`src/include/margin_cmd_pkg.sv`:
```
// Constants for the margin-read command sequencer.
// Assumes a 32-bit register port with byte-wide parameter registers.
package margin_cmd_pkg;
    // Register offsets (byte addresses).
    localparam logic [7:0] STATUS_OFS     = 8'h00;
    localparam logic [7:0] MODE_OFS       = 8'h04;
    localparam logic [7:0] PARAM_BASE_OFS = 8'h10;
    localparam int         PARAM_COUNT    = 12;
    // Status register bit positions.
    localparam int ST_VERIFY_BIT   = 0;
    localparam int ST_PROT_BIT     = 4;
    localparam int ST_ACCESS_BIT   = 5;
    localparam int ST_COLLIDE_BIT  = 6;
    localparam int ST_COMPLETE_BIT = 7;
    localparam logic [7:0] STATUS_RESET = 8'h80;
    // Mode register bit: command not permitted in mode or security.
    localparam int MODE_DENY_BIT = 0;
    // Command codes.
    localparam logic [7:0] CMD_READ_ONES = 8'h01;
    localparam logic [7:0] CMD_PGM_CHECK = 8'h02;
    // Margin choices.
    localparam logic [7:0] MARGIN_NORMAL  = 8'h00;
    localparam logic [7:0] MARGIN_USER    = 8'h01;
    localparam logic [7:0] MARGIN_FACTORY = 8'h02;
    // Array reference level encoding.
    localparam logic [2:0] LVL_STANDARD  = 3'h0;
    localparam logic [2:0] LVL_NORMAL_1  = 3'h1;
    localparam logic [2:0] LVL_USER_1    = 3'h2;
    localparam logic [2:0] LVL_FACTORY_1 = 3'h3;
    localparam logic [2:0] LVL_USER_0    = 3'h4;
    localparam logic [2:0] LVL_FACTORY_0 = 3'h5;
    // Array geometry.
    localparam int ADDR_W      = 24;
    localparam int BLOCK_BITS  = 17;
    localparam int READ_LAT    = 2;
    localparam int READ_LAT_CW = 2;
endpackage

```
`src/rtl/margin_read_sequencer.sv`:
```
// Margin-read command sequencer: read-ones section and program check.
// Assumes a flash array answering reads after a fixed latency of cycles,
// and a register master that never issues read and write strobes together.
//
// Summary of operation
// - Margin levels only during margin commands.
// - Unknown command code aborts with access error.
// - Invalid parameter byte aborts with access error.
// - Processor read during command sets collision flag.
// - Read-ones: code, address bytes 1 to 3.
// - Read-ones: count bytes 4-5, margin byte 6.
// - Address must be longword aligned.
// - Read-ones reads section, mismatch sets verify failure.
// - Read-ones margin: normal, user, factory.
// - Read-ones: bad margin, address, mode give error.
// - Read-ones: crossing block boundary gives error.
// - Read-ones: zero count gives error.
// - Program check: code, address, margin, expected bytes.
// - Program check reads margin-1 then margin-0.
// - Expected byte 3 sits at start address.
// - Program check margin: user or factory.
// - Program check: bad mode or address gives error.
// - Writing one to complete flag launches command.
// - Failed checks skip execution and set complete.
// - Program check: bad margin error, mismatch verify failure.
`timescale 1ns/1ps
module margin_read_sequencer #(
    parameter int READ_LAT = margin_cmd_pkg::READ_LAT
) (
    input  wire logic        core_clk_i,    // System clock, 250 MHz.
    input  wire logic        rst_n_i,       // Synchronous reset, active low.
    input  wire logic [7:0]  reg_addr_i,    // Register byte address.
    input  wire logic [31:0] reg_wdata_i,   // Register write data.
    input  wire logic        reg_wr_i,      // Write strobe.
    input  wire logic        reg_rd_i,      // Read strobe.
    output logic      [31:0] reg_rdata_o,   // Read data, cycle after strobe.
    input  wire logic        cpu_rd_i,      // Processor reads the array.
    output logic             arr_rd_o,      // Array read request pulse.
    output logic      [23:0] arr_addr_o,    // Array longword address.
    output logic      [2:0]  arr_level_o,   // Array reference level.
    input  wire logic [31:0] arr_rdata_i,   // Array read data.
    output logic             busy_o         // Command running.
);
    localparam int AW = margin_cmd_pkg::ADDR_W;
    localparam int BB = margin_cmd_pkg::BLOCK_BITS;
    localparam int LW = margin_cmd_pkg::READ_LAT_CW;

    typedef enum logic [2:0] {
        S_IDLE  = 3'b000,
        S_CHECK = 3'b001,
        S_ISSUE = 3'b010,
        S_WAIT  = 3'b011,
        S_DONE  = 3'b100
    } state_e;

    state_e            state;
    logic [7:0]        param [margin_cmd_pkg::PARAM_COUNT];
    logic              verify_flag;
    logic              prot_flag;
    logic              access_flag;
    logic              collide_flag;
    logic              complete_flag;
    logic              mode_deny;
    logic [AW-1:0]     cur_addr;
    logic [15:0]       remain;
    logic              second_pass;
    logic [LW-1:0]     lat_cnt;

    // Decode of the loaded parameter bytes.
    wire [7:0]    cmd_code   = param[0];
    wire [AW-1:0] start_addr = {param[1], param[2], param[3]};
    wire [15:0]   lw_count   = {param[4], param[5]};
    wire [7:0]    sec_margin = param[6];
    wire [7:0]    chk_margin = param[4];
    // Expected byte 3 is the lowest address, so it is the top byte.
    wire [31:0]   expect_word = {param[11], param[10], param[9], param[8]};
    wire          is_sec = (cmd_code == margin_cmd_pkg::CMD_READ_ONES);
    wire          is_chk = (cmd_code == margin_cmd_pkg::CMD_PGM_CHECK);

    wire [AW+1:0] last_addr = {2'b00, start_addr}
                            + {8'h00, lw_count, 2'b00} - 26'h4;
    wire unaligned  = (start_addr[1:0] != 2'b00);
    wire crosses    = (last_addr[AW+1:BB] != {2'b00, start_addr[AW-1:BB]});
    wire sec_mg_bad = (sec_margin > margin_cmd_pkg::MARGIN_FACTORY);
    wire chk_mg_bad = (chk_margin != margin_cmd_pkg::MARGIN_USER) &&
                      (chk_margin != margin_cmd_pkg::MARGIN_FACTORY);
    wire sec_bad    = unaligned || sec_mg_bad || crosses ||
                      (lw_count == 16'h0000) || mode_deny;
    wire chk_bad    = unaligned || chk_mg_bad || mode_deny;
    wire param_bad  = (is_sec && sec_bad) || (is_chk && chk_bad) ||
                      !(is_sec || is_chk);

    function automatic logic [2:0] level_of(input logic [7:0] mg,
                                            input logic       sec,
                                            input logic       zero);
        logic [2:0] lvl;
        lvl = margin_cmd_pkg::LVL_NORMAL_1;
        if (mg == margin_cmd_pkg::MARGIN_USER) begin
            lvl = zero ? margin_cmd_pkg::LVL_USER_0
                       : margin_cmd_pkg::LVL_USER_1;
        end else if (mg == margin_cmd_pkg::MARGIN_FACTORY) begin
            lvl = zero ? margin_cmd_pkg::LVL_FACTORY_0
                       : margin_cmd_pkg::LVL_FACTORY_1;
        end else if (!sec) begin
            lvl = margin_cmd_pkg::LVL_STANDARD;
        end
        return lvl;
    endfunction

    wire [2:0] run_level = is_sec ? level_of(sec_margin, 1'b1, 1'b0)
                                  : level_of(chk_margin, 1'b0, second_pass);
    wire read_mismatch = is_sec ? (arr_rdata_i != 32'hffff_ffff)
                                : (arr_rdata_i != expect_word);
    wire read_done  = (state == S_WAIT) && (lat_cnt == LW'(READ_LAT - 1));
    wire last_read  = is_sec ? (remain == 16'h0001) : second_pass;

    wire st_wr  = reg_wr_i && (reg_addr_i == margin_cmd_pkg::STATUS_OFS);
    wire clr_access  = st_wr && reg_wdata_i[margin_cmd_pkg::ST_ACCESS_BIT];
    wire clr_prot    = st_wr && reg_wdata_i[margin_cmd_pkg::ST_PROT_BIT];
    wire clr_collide = st_wr && reg_wdata_i[margin_cmd_pkg::ST_COLLIDE_BIT];
    // Launch is blocked while either error flag is still set.
    wire launch = st_wr && reg_wdata_i[margin_cmd_pkg::ST_COMPLETE_BIT] &&
                  complete_flag && !access_flag && !prot_flag;
    wire prm_idx_ok = (reg_addr_i >= margin_cmd_pkg::PARAM_BASE_OFS) &&
                      (reg_addr_i < margin_cmd_pkg::PARAM_BASE_OFS +
                                    8'(4 * margin_cmd_pkg::PARAM_COUNT)) &&
                      (reg_addr_i[1:0] == 2'b00);
    wire [7:0] prm_off = reg_addr_i - margin_cmd_pkg::PARAM_BASE_OFS;
    wire [3:0] prm_idx = prm_off[5:2];
    // Parameter writes are ignored while a command runs.
    wire prm_wr = reg_wr_i && prm_idx_ok && complete_flag;

    wire [7:0] status_word = {complete_flag, collide_flag, access_flag,
                              prot_flag, 3'b000, verify_flag};
    wire [31:0] rd_mux =
        (reg_addr_i == margin_cmd_pkg::STATUS_OFS) ? {24'h0, status_word} :
        (reg_addr_i == margin_cmd_pkg::MODE_OFS)   ? {31'h0, mode_deny}   :
        prm_idx_ok ? {24'h0, param[prm_idx]} : 32'h0000_0000;

    always_ff @(posedge core_clk_i) begin
        if (!rst_n_i) begin
            reg_rdata_o <= 32'h0000_0000;
        end else if (reg_rd_i) begin
            reg_rdata_o <= rd_mux;
        end
    end

    always_ff @(posedge core_clk_i) begin
        if (!rst_n_i) begin
            for (int i = 0; i < margin_cmd_pkg::PARAM_COUNT; i++) begin
                param[i] <= 8'h00;
            end
            mode_deny <= 1'b0;
        end else if (reg_wr_i) begin
            if (prm_wr) begin
                param[prm_idx] <= reg_wdata_i[7:0];
            end
            if (reg_addr_i == margin_cmd_pkg::MODE_OFS) begin
                mode_deny <= reg_wdata_i[margin_cmd_pkg::MODE_DENY_BIT];
            end
        end
    end

    // Collision: a set in the same cycle as its clear wins.
    always_ff @(posedge core_clk_i) begin
        if (!rst_n_i) begin
            collide_flag <= 1'b0;
        end else if (cpu_rd_i && !complete_flag) begin
            collide_flag <= 1'b1;
        end else if (clr_collide) begin
            collide_flag <= 1'b0;
        end
    end

    // No margin command checks protection, so this flag only ever clears.
    always_ff @(posedge core_clk_i) begin
        if (!rst_n_i) begin
            prot_flag <= 1'b0;
        end else if (clr_prot) begin
            prot_flag <= 1'b0;
        end
    end

    always_ff @(posedge core_clk_i) begin
        if (!rst_n_i) begin
            state         <= S_IDLE;
            complete_flag <= 1'b1;
            access_flag   <= 1'b0;
            verify_flag   <= 1'b0;
            cur_addr      <= '0;
            remain        <= 16'h0000;
            second_pass   <= 1'b0;
            lat_cnt       <= '0;
        end else begin
            if (clr_access) begin
                access_flag <= 1'b0;
            end
            case (state)
                S_IDLE: begin
                    if (launch) begin
                        complete_flag <= 1'b0;
                        verify_flag   <= 1'b0;
                        state         <= S_CHECK;
                    end
                end
                S_CHECK: begin
                    cur_addr    <= start_addr;
                    remain      <= lw_count;
                    second_pass <= 1'b0;
                    if (param_bad) begin
                        access_flag <= 1'b1;
                        state       <= S_DONE;
                    end else begin
                        state <= S_ISSUE;
                    end
                end
                S_ISSUE: begin
                    lat_cnt <= '0;
                    state   <= S_WAIT;
                end
                S_WAIT: begin
                    lat_cnt <= lat_cnt + LW'(1);
                    if (read_done) begin
                        if (read_mismatch) begin
                            verify_flag <= 1'b1;
                        end
                        if (last_read) begin
                            state <= S_DONE;
                        end else begin
                            state       <= S_ISSUE;
                            second_pass <= is_chk;
                            remain      <= remain - 16'h0001;
                            if (is_sec) begin
                                cur_addr <= cur_addr + AW'(4);
                            end
                        end
                    end
                end
                S_DONE: begin
                    complete_flag <= 1'b1;
                    state         <= S_IDLE;
                end
                default: begin
                    state <= S_IDLE;
                end
            endcase
        end
    end

    // Margins are driven only while a read of a command is in flight.
    always_ff @(posedge core_clk_i) begin
        if (!rst_n_i) begin
            arr_rd_o    <= 1'b0;
            arr_addr_o  <= '0;
            arr_level_o <= margin_cmd_pkg::LVL_STANDARD;
            busy_o      <= 1'b0;
        end else begin
            arr_rd_o   <= (state == S_ISSUE);
            arr_addr_o <= cur_addr;
            busy_o     <= (state != S_IDLE);
            if (state == S_ISSUE || state == S_WAIT) begin
                arr_level_o <= run_level;
            end else begin
                arr_level_o <= margin_cmd_pkg::LVL_STANDARD;
            end
        end
    end
endmodule

```
`config.mk`:
```
export PLATFORM = sky130hd
export DESIGN_NAME = margin_read_sequencer
export DESIGN_NICKNAME = d
export VERILOG_FILES = /design/src/include/margin_cmd_pkg.sv /design/src/rtl/margin_read_sequencer.sv
export SDC_FILE = /design/constraint.sdc
export NUM_CORES = 1
export LEC_CHECK = 0
export BUFFER_PORTS_ARGS = -buffer_cell sky130_fd_sc_hd__buf_2
export CAP_MARGIN = 20
export CORE_UTILIZATION = 49
export CTS_BUF_LIST = sky130_fd_sc_hd__clkbuf_2 sky130_fd_sc_hd__clkbuf_4 sky130_fd_sc_hd__clkbuf_8
export DETAILED_ROUTE_END_ITERATION = 8
export PLACE_DENSITY = 0.69
export SYNTH_ARGS = -nofsm -noshare
export SYNTH_HDL_FRONTEND = slang
export SYNTH_SLANG_ARGS = --single-unit
```
`constraint.sdc`:
```
create_clock -name core_clk_i -period 5.5 [get_ports core_clk_i]
set_clock_uncertainty 0.2 [all_clocks]
set_input_delay 1.375 -clock core_clk_i [delete_from_list [all_inputs] [get_ports core_clk_i]]
set_output_delay 1.375 -clock core_clk_i [all_outputs]
set_load 0.005 [all_outputs]
```
==> results of run 1 <==
## routing by layer
layer,GRT usage,wire length [um],share of wire
met1,0.347,14000,0.43
met2,0.404,15200,0.46
met3,0.0429,2540,0.077
met4,0.0948,1080,0.033
met5,0,0,0
## layout make-up
class / instances / area [um^2] / area share
Inverter: 87 / 327 / 0.0236
Tap cell: 324 / 405 / 0.0293
Sequential cell: 216 / 5610 / 0.405
Antenna cell: 1 / 2.50 / 0.000181
Clock buffer: 57 / 678 / 0.0490
Multi-Input combinational cell: 919 / 6140 / 0.444
Timing Repair Buffer: 109 / 596 / 0.0430
Clock inverter: 9 / 77.6 / 0.00561
## registers in the layout, indices dropped and copies added (netlist names), 2 cells and up
signal / cells
reg_rdata_o: 8
arr_level_o: 3
param: 128
arr_addr_o: 24
lat_cnt: 2
cur_addr: 24
state: 3
remain: 16
## how the worst max path moves through the flow
stage / endpoint / slack, ps / depth (start not counted)
finish: state[2] / 1470 / 12
global route: state[2] / 1330 / 11
CTS: state[2] / 1540 / 11
detailed placement: param[15][0] / 1050 / 7
global placement: param[15][0] / 1100 / 7
floorplan: param[1][0] / 1500 / 8
## kinds of logic (layout without fill, tap and decap cells)
kind of cell               after synthesis  in the layout  share of synthesized area
and+or+nand+nor                        510            510                      0.215
buffers and inverters                  173            262                     0.0610
DFF                                    216            216                      0.451
xor gates and xnor gates                10             10                    0.00705
other                                    1             25                   0.000302
muxes                                   44             44                     0.0758
adders and majority gates               47             47                     0.0474
AOI/OAI and AO/OA                      284            284                      0.142
## metrics by stage
stage,total power [uW],std cells,instance area (um^2),util
detailed placement,2100,1655,13100,0.532
global route,3680,1721,13800,0.562
finish,3560,1722,13800,0.562
global placement,2100,1655,13100,0.532
floorplan,2000,1308,12500,-
CTS,3580,1721,13800,0.562
## synthesized netlist by cell type (6+ instances only)
cell type,number,area [um^2]
a211oi_1,9,67.6
a21boi_0,8,60.1
a21o_1,6,45.0
a21oi_1,70,350
a22oi_1,12,90.1
a31oi_1,19,119
and2_1,148,926
and3_1,9,56.3
buf_1,7,26.3
buf_2,14,70.1
buf_4,24,180
clkbuf_1,41,154
dfxtp_1,88,1760
edfxtp_1,128,3840
ha_1,47,588
inv_1,86,323
mux4_2,40,901
nand2_1,93,349
nand2b_1,9,56.3
nand3_1,25,125
nand4_1,14,87.6
nor2_1,123,462
nor2b_1,10,62.6
nor3_1,36,180
nor4_1,11,68.8
o21a_1,8,60.1
o21ai_0,87,435
o21ai_1,8,40.0
o22ai_1,11,68.8
xnor2_1,8,70.1
## where the power goes
group          leakage (uW)  total [uW]  internal, uW  switching, uW
clock              0.000409        1490           838            655
combinational       0.00298         316           126            190
sequential          0.00203        1760          1730           26.2
total               0.00541        3560          2690            872
## worst max-delay path, cell delays in order, from the launching register on
cell	delay, ps
edfxtp_1	560
inv_1	80
ha_1	280
inv_1	40
ha_1	360
a21oi_1	300
o21a_1	280
o31ai_1	110
a2111oi_0	370
nand4_1	140
or4_4	450
nor4b_2	560
nor3_1	150
==> metrics, run 1 <==
Hold Vio Cnt, Final 0; fin crit period roughly 4000 ps; Setup TNS Final 0 ps; maximum clock rate ~250 MHz; Synth Area per Inst approximately 9.7 um^2; row count 57; vias 10000; R2R depth 12; setup ws final between 1000 and 1500 ps; Worst Setup End Kind flop; unrepaired setup endpoints after global routing false; Die Area approximately 0.026 mm^2; antenna violations before repair 0; WP data arrival 4210 ps; global-route wire length before repair slightly above 50000 um; area delta synth->final 11.4%; vias in the first global route about 9300; Slew Limit Fails 0; final hold slack between 200 and 300 ps; Die W ~160 um; layout cells sized above 1 0.167; most common cell after layout, fill and taps aside and2_1; clock root buffer clkbuf_8; DRT Pass-1 Iters 5; Filler Cell Count 2161; Remaining Overflow, GRT 0; boundary pin count around 140; Core ar. about 0.025 mm^2; leakage 0.00541 uW; startpoint type of the worst setup path flop; Wirelength per Cell between 15 and 20 um; Post-CTS Resized 0; Synth Register Bits 216; post-route clock period utilization 0.733; CP Max Fanout 6; drt drc 0; DP Worst Slack around 1000 ps; Post-Route WL ~33000 um; Yosys cell types 77; WHS Endpoint arr_addr_o[1]; largest net degree at the start of global routing 75; Cells after Synth between 1000 and 1500; max_cap viols 0; synth warn 0; DP Wirelength ~24000 um; TritonCTS Buffers 37; Initial Util 0.505; Overall Global Routing Usage 0.254; WHS Path Cells 1; Final #Nets ~1500; Async SR Flop Fraction 0; Worst VDD drop 0.165 mV; critical path class reg2reg; clk sinks about 220; R2R Setup Slk between 1000 and 1500 ps; relative slew slack 0.354; Synth Cell Area 0.0124 mm^2; # Post-CTS Setup Buffers 0; outcome finished, final reports clean; Die Ht 161 um; Max Root-Sink Buffers 3; EDFF count, synth about 130; CP required roughly 5700 ps; Final Setup Violations 0; min-delay src cur_addr[1]; clk_lat worst skew approximately 540 ps; Setup crit start param[1][0]; ys flop type edfxtp_1; post-route ant nets 0; CTS Hold Buffers Added 0; initial drt markers ~900; sequential fraction of the synthesis area 0.451; Vias/cell 5.82; H-tree depth reported by CTS 2; pwr dens 258 mW/mm^2; CTS tree yes; IO buf count 89; Worst-Margin Slew ~960 ps; routability cong. a little over 0.9; R2R Path Start param[1][0]; Worst Hold Class reg2reg; Critical R2R Capture state[2]; most frequent cells in the layout and2_1, edfxtp_1, nor2_1, nand2_1, buf_2; Worst-path clk slew 60 ps
(Power assumes the default switching activity.)
==> run 2: changes to the inputs <==
--- a/config.mk
+++ b/config.mk
@@ -10,7 +10,7 @@
 export CORE_UTILIZATION = 49
 export CTS_BUF_LIST = sky130_fd_sc_hd__clkbuf_2 sky130_fd_sc_hd__clkbuf_4 sky130_fd_sc_hd__clkbuf_8
 export DETAILED_ROUTE_END_ITERATION = 8
-export PLACE_DENSITY = 0.69
+export PLACE_DENSITY = 0.71
 export SYNTH_ARGS = -nofsm -noshare
 export SYNTH_HDL_FRONTEND = slang
 export SYNTH_SLANG_ARGS = --single-unit
==> constraint.sdc (replaced) <==
create_clock -name core_clk_i -period 3.66 [get_ports core_clk_i]
set_clock_uncertainty 0.2 [all_clocks]
set_input_delay 0.915 -clock core_clk_i [delete_from_list [all_inputs] [get_ports core_clk_i]]
set_output_delay 0.915 -clock core_clk_i [all_outputs]
set_load 0.005 [all_outputs]
==> metrics, run 2 (synthesized netlist as in run 1, its figures left out) <==
startpoint type of the worst setup path flop (unchanged); R2R depth 13 (was 12); Placed Cells 1717 (was 1655); routability cong. 0.980 (was 0.916); H-tree depth reported by CTS 2 (unchanged); antenna cells 0 (was 1); row count 57 (unchanged); clock root buffer clkbuf_8 (unchanged); Initial Util 0.505 (unchanged); TritonCTS Buffers 37 (unchanged); clk_lat worst skew 540 ps (about the same); CTS tree yes (unchanged); Vias/cell 5.93 (was 5.82); Routed met1 length 13800 um (was 14000 um); largest net degree at the start of global routing 57 (was 75); Met3 Wirelength 3710 um (was 2540 um); Worst Setup End Kind flop (unchanged); Largest Register param (unchanged); Hold Vio Cnt, Final 0 (unchanged); fin crit period 3490 ps (was 4030 ps); Worst-Margin Slew 727 ps (was 960 ps); critical path class reg2reg (unchanged); Slew Limit Fails 0 (unchanged); post-route clock period utilization 0.952 (was 0.733); Remaining Overflow, GRT 0 (unchanged); pwr dens 377 mW/mm^2 (was 258 mW/mm^2); boundary pin count 138 (unchanged); Top Metal Used met4 (unchanged); Die Ht 161 um (unchanged); worst-path cell chain inv_1, ha_1, inv_1, ha_1, and3_1, and3_1, o21a_1, a2111oi_1, nand4_1, or4_4, nor4b_2, buf_4, nor3_1 (was inv_1, ha_1, inv_1, ha_1, a21oi_1, o21a_1, o31ai_1, a2111oi_0, nand4_1, or4_4, nor4b_2, nor3_1); layout cells sized above 1 0.199 (was 0.167); Post-Route WL 34800 um (was 32800 um); Max Root-Sink Buffers 3 (unchanged); Wirelength per Cell 19.5 um (was 19.0 um); vias 10600 (was 10000); area delta synth->final 15.4% (was 11.4%); relative slew slack 0.511 (was 0.354); CP Max Fanout 4 (was 6); final hold slack 255 ps (was 256 ps); Final Setup Violations 0 (unchanged); most common cell after layout, fill and taps aside and2_1 (unchanged); Worst Hold Class reg2reg (unchanged); outcome finished, final reports clean (unchanged); Setup crit start param[2][7] (was param[1][0]); Final #Nets 1556 (was 1494); Core ar. 0.0246 mm^2 (unchanged); unrepaired setup endpoints after global routing false (unchanged); clk sinks 216 (unchanged); wire length on met2 16100 um (was 15200 um); Die W 161 um (unchanged); DRT Pass-1 Iters 5 (unchanged); initial drt markers 1115 (was 898); Filler Cell Count 2103 (was 2161); antenna violations before repair 0 (unchanged); top flop regs param (128), arr_addr_o (24), cur_addr (24) (unchanged); IO buf count 89 (unchanged); WP data arrival 3710 ps (was 4210 ps); Worst VDD drop 0.249 mV (was 0.165 mV); Non-Filler Instances 1784 (was 1722); R2R Path Start param[2][7] (was param[1][0]); Overall Global Routing Usage 0.268 (was 0.254); R2R Setup Slk 170 ps (was 1470 ps); drt drc 0 (unchanged); CP required 3890 ps (was 5690 ps); Worst-path clk slew 70 ps (was 60 ps); post-route ant nets 0 (unchanged); CP peak stage delay 460 ps (was 560 ps); most frequent cells in the layout and2_1, edfxtp_1, nor2_1, nand2_1, buf_2 (unchanged); CP max-delay cell or4_4 (was edfxtp_1); vias in the first global route 9591 (was 9284); global-route wire length before repair 53500 um (was 51000 um); DP Wirelength 25200 um (was 23500 um); Die Area 0.0260 mm^2 (unchanged); Critical R2R Capture state[2] (unchanged); max reg flops 128 (unchanged); Setup TNS Final 0 ps (unchanged); leakage 0.00572 uW (was 0.00541 uW); CP endpoint state[2] (unchanged); maximum clock rate 287 MHz (was 248 MHz); max_cap viols 0 (unchanged)
run 2: stage by stage:
stage                     setup WS (ps)  total power [uW]  utilization  cell area, um^2
after floorplan                     123              3000            -            12500
after global placement              231              3190        0.551            13600
after detailed placement            106              3200        0.551            13600
after CTS                           156              5410        0.582            14300
after global routing               14.4              5600        0.583            14300
final                               175              5400        0.583            14300
run 2: routing by layer:
metal  global-route usage  up-vias
li1                     -     4865
met1                0.360     5016
met2                0.425      610
met3               0.0534       82
met4                0.110        0
met5                    0        -
run 2: area by class of cell:
class                      count  area [um^2]  area share
clock inverter                16          105     0.00733
clock buffer                  51          652      0.0455
sequential                   216         5610       0.391
tap                          324          405      0.0283
multi-input combinational    919         6150       0.429
timing repair buffer         171         1090      0.0758
inverter                      87          327      0.0228
run 2: critical path, delay by kind of cell, from the launching register on:
kind	cells	cell delay, ps
compound gates	2	540
fa+ha+maj	2	480
buf+inv	3	400
flops	1	420
simple gates	6	1330
run 2: power by group:
part	total, uW	switching (uW)	internal [uW]
Combinational	539	317	222
Clock	2240	1010	1230
Sequential	2630	30.0	2600
Total	5400	1350	4050
run 2: worst min-delay path by stage:
stage	slack, ps	to	start	cells past startpoint
final	260	arr_addr_o[1]	cur_addr[1]	1
after global routing	280	arr_addr_o[1]	cur_addr[1]	1
after CTS	260	arr_addr_o[1]	cur_addr[1]	1
after global placement	240	arr_addr_o[1]	cur_addr[1]	1
after floorplan	230	arr_addr_o[0]	cur_addr[0]	1
after detailed placement	240	arr_addr_o[1]	cur_addr[1]	1
run 2: repair_timing:
item	in CTS	in global routing
hold buffers	0	0
endpoints found under the setup margin	0	1
gates resized for setup	0	4
setup buffers	0	0
==> run 3: changes to the inputs <==
--- a/config.mk
+++ b/config.mk
@@ -10,7 +10,7 @@
 export CORE_UTILIZATION = 49
 export CTS_BUF_LIST = sky130_fd_sc_hd__clkbuf_2 sky130_fd_sc_hd__clkbuf_4 sky130_fd_sc_hd__clkbuf_8
 export DETAILED_ROUTE_END_ITERATION = 8
-export PLACE_DENSITY = 0.71
+export PLACE_DENSITY = 0.68
 export SYNTH_ARGS = -nofsm -noshare
 export SYNTH_HDL_FRONTEND = slang
 export SYNTH_SLANG_ARGS = --single-unit
==> metrics, run 3 (synthesized netlist as in run 1, its figures left out) <==
global-route wire length before repair 53200 um (was 53500 um); Critical R2R Capture state[2] (unchanged); clk sinks 216 (unchanged); Finished Core Util 0.582 (was 0.583); placed cell area 0.0136 mm^2 (about the same); row count 57 (unchanged); most frequent cells in the layout and2_1, edfxtp_1, nor2_1, nand2_1, buf_2 (unchanged); area delta synth->final 15.3% (was 15.4%); clock root buffer clkbuf_8 (unchanged); initial drt markers 1068 (was 1115); Slew Limit Fails 0 (unchanged); fin crit period 3550 ps (was 3490 ps); top flop regs param (128), arr_addr_o (24), cur_addr (24) (unchanged); startpoint type of the worst setup path flop (unchanged); WHS Endpoint arr_addr_o[1] (unchanged); Largest Register param (unchanged); largest net degree at the start of global routing 75 (was 57); drt drc 0 (unchanged); Wirelength per Cell 19.5 um (about the same); Overall Global Routing Usage 0.267 (was 0.268); Die W 161 um (unchanged); final hold slack 263 ps (was 255 ps); layout cells sized above 1 0.200 (was 0.199); post-route cell area 0.0143 mm^2 (about the same); Worst Hold Class reg2reg (unchanged); min-delay src cur_addr[1] (unchanged); Worst-path clk slew 60 ps (was 70 ps); critical path class reg2reg (unchanged); boundary pin count 138 (unchanged); WHS Path Cells 1 (unchanged); antenna cells 0 (unchanged); Initial Util 0.505 (unchanged); CTS tree yes (unchanged); vias 10300 (was 10600); Hold Vio Cnt, Final 0 (unchanged); CP Max Fanout 5 (was 4); vias in the first global route 9683 (was 9591); Max Root-Sink Buffers 3 (unchanged); most common cell after layout, fill and taps aside and2_1 (unchanged); clk_lat worst skew 540 ps (about the same); Vias/cell 5.82 (was 5.93); outcome finished, final reports clean (unchanged); IO buf count 89 (unchanged); Worst-Margin Slew 778 ps (was 727 ps); R2R depth 13 (unchanged); DP Wirelength 25200 um (about the same); max_cap viols 0 (unchanged); Final #Nets 1557 (was 1556); Die Ht 161 um (unchanged); max reg flops 128 (unchanged); H-tree depth reported by CTS 2 (unchanged); Final Setup Violations 0 (unchanged); TritonCTS Buffers 38 (was 37); DRT Pass-1 Iters 5 (unchanged); antenna violations before repair 1 (was 0); WP data arrival 3750 ps (was 3710 ps); Core ar. 0.0246 mm^2 (unchanged); CP required 3870 ps (was 3890 ps); Post-Route WL 34700 um (was 34800 um); post-route ant nets 0 (unchanged); # Post-CTS Setup Buffers 0 (unchanged); leakage 0.00572 uW (about the same); pwr dens 377 mW/mm^2 (about the same); Worst Setup End Kind flop (unchanged); routability cong. 0.905 (was 0.980); R2R Setup Slk 110 ps (was 170 ps); Remaining Overflow, GRT 0 (unchanged); Die Area 0.0260 mm^2 (unchanged); Worst VDD drop 0.304 mV (was 0.249 mV); R2R Path Start param[2][0] (was param[2][7]); post-route clock period utilization 0.969 (was 0.952); relative slew slack 0.479 (was 0.511); Filler Cell Count 2123 (was 2103); Setup crit start param[2][0] (was param[2][7]); maximum clock rate 282 MHz (was 287 MHz)
## run 3: where the power goes
group	total, uW	internal [uW]	leakage [uW]	switching, uW
clock	2230	1270	0.000393	957
sequential	2630	2600	0.00203	29.8
combinational	533	218	0.00330	316
total	5390	4090	0.00572	1300
## run 3: metal layers
metal | vias to the layer above | track usage | share of wire
met5 | - | 0 | 0
met4 | 0 | 0.104 | 0.033
met3 | 86 | 0.0503 | 0.093
met2 | 461 | 0.415 | 0.45
met1 | 4938 | 0.368 | 0.42
li1 | 4862 | - | -
## run 3: cell type report
| class | count | area, um^2 | share of cell area |
|---|---|---|---|
| clock buffers | 56 | 696 | 0.0486 |
| clock inverters | 4 | 46.3 | 0.00323 |
| inverters | 87 | 327 | 0.0228 |
| multi-input cells | 919 | 6160 | 0.431 |
| flip-flops and latches | 216 | 5610 | 0.392 |
| well taps | 324 | 405 | 0.0283 |
| repair buffers | 171 | 1070 | 0.0750 |
## run 3: through the flow
| step | setup slack, ps | setup TNS (ps) | total power (uW) | cells |
|---|---|---|---|---|
| after floorplan | 123 | 0 | 3000 | 1308 |
| after global placement | 166 | 0 | 3190 | 1717 |
| after detailed placement | 113 | 0 | 3200 | 1717 |
| after CTS | 96.2 | 0 | 5420 | 1777 |
| after global routing | -8.07 | -8.07 | 5590 | 1777 |
| final | 114 | 0 | 5390 | 1777 |
## run 3: worst max-delay path by stage
stage | end | slack, ps | cells past startpoint
6_report | state[2] | 110 | 13
5_1_grt | state[2] | -8 | 13
4_1_cts | state[2] | 100 | 13
3_5_place_dp | state[2] | 110 | 13
3_3_place_gp | param[8][4] | 170 | 8
2_1_floorplan | param[1][0] | 120 | 8
## run 3: critical path: stages, from the launching register on
cell	delay (ps)
edfxtp_1	420
inv_1	110
ha_1	290
inv_1	50
ha_1	320
and3_1	160
and2_2	160
a31oi_4	150
a2111oi_4	390
mux2i_1	140
or4_4	570
nor4b_4	230
buf_4	190
nor3_1	60
## run 3: timing repair
action                                  in CTS  in global routing
endpoints found under the setup margin       0                  1
hold buffers                                 0                  0
resized for setup                            0                  5
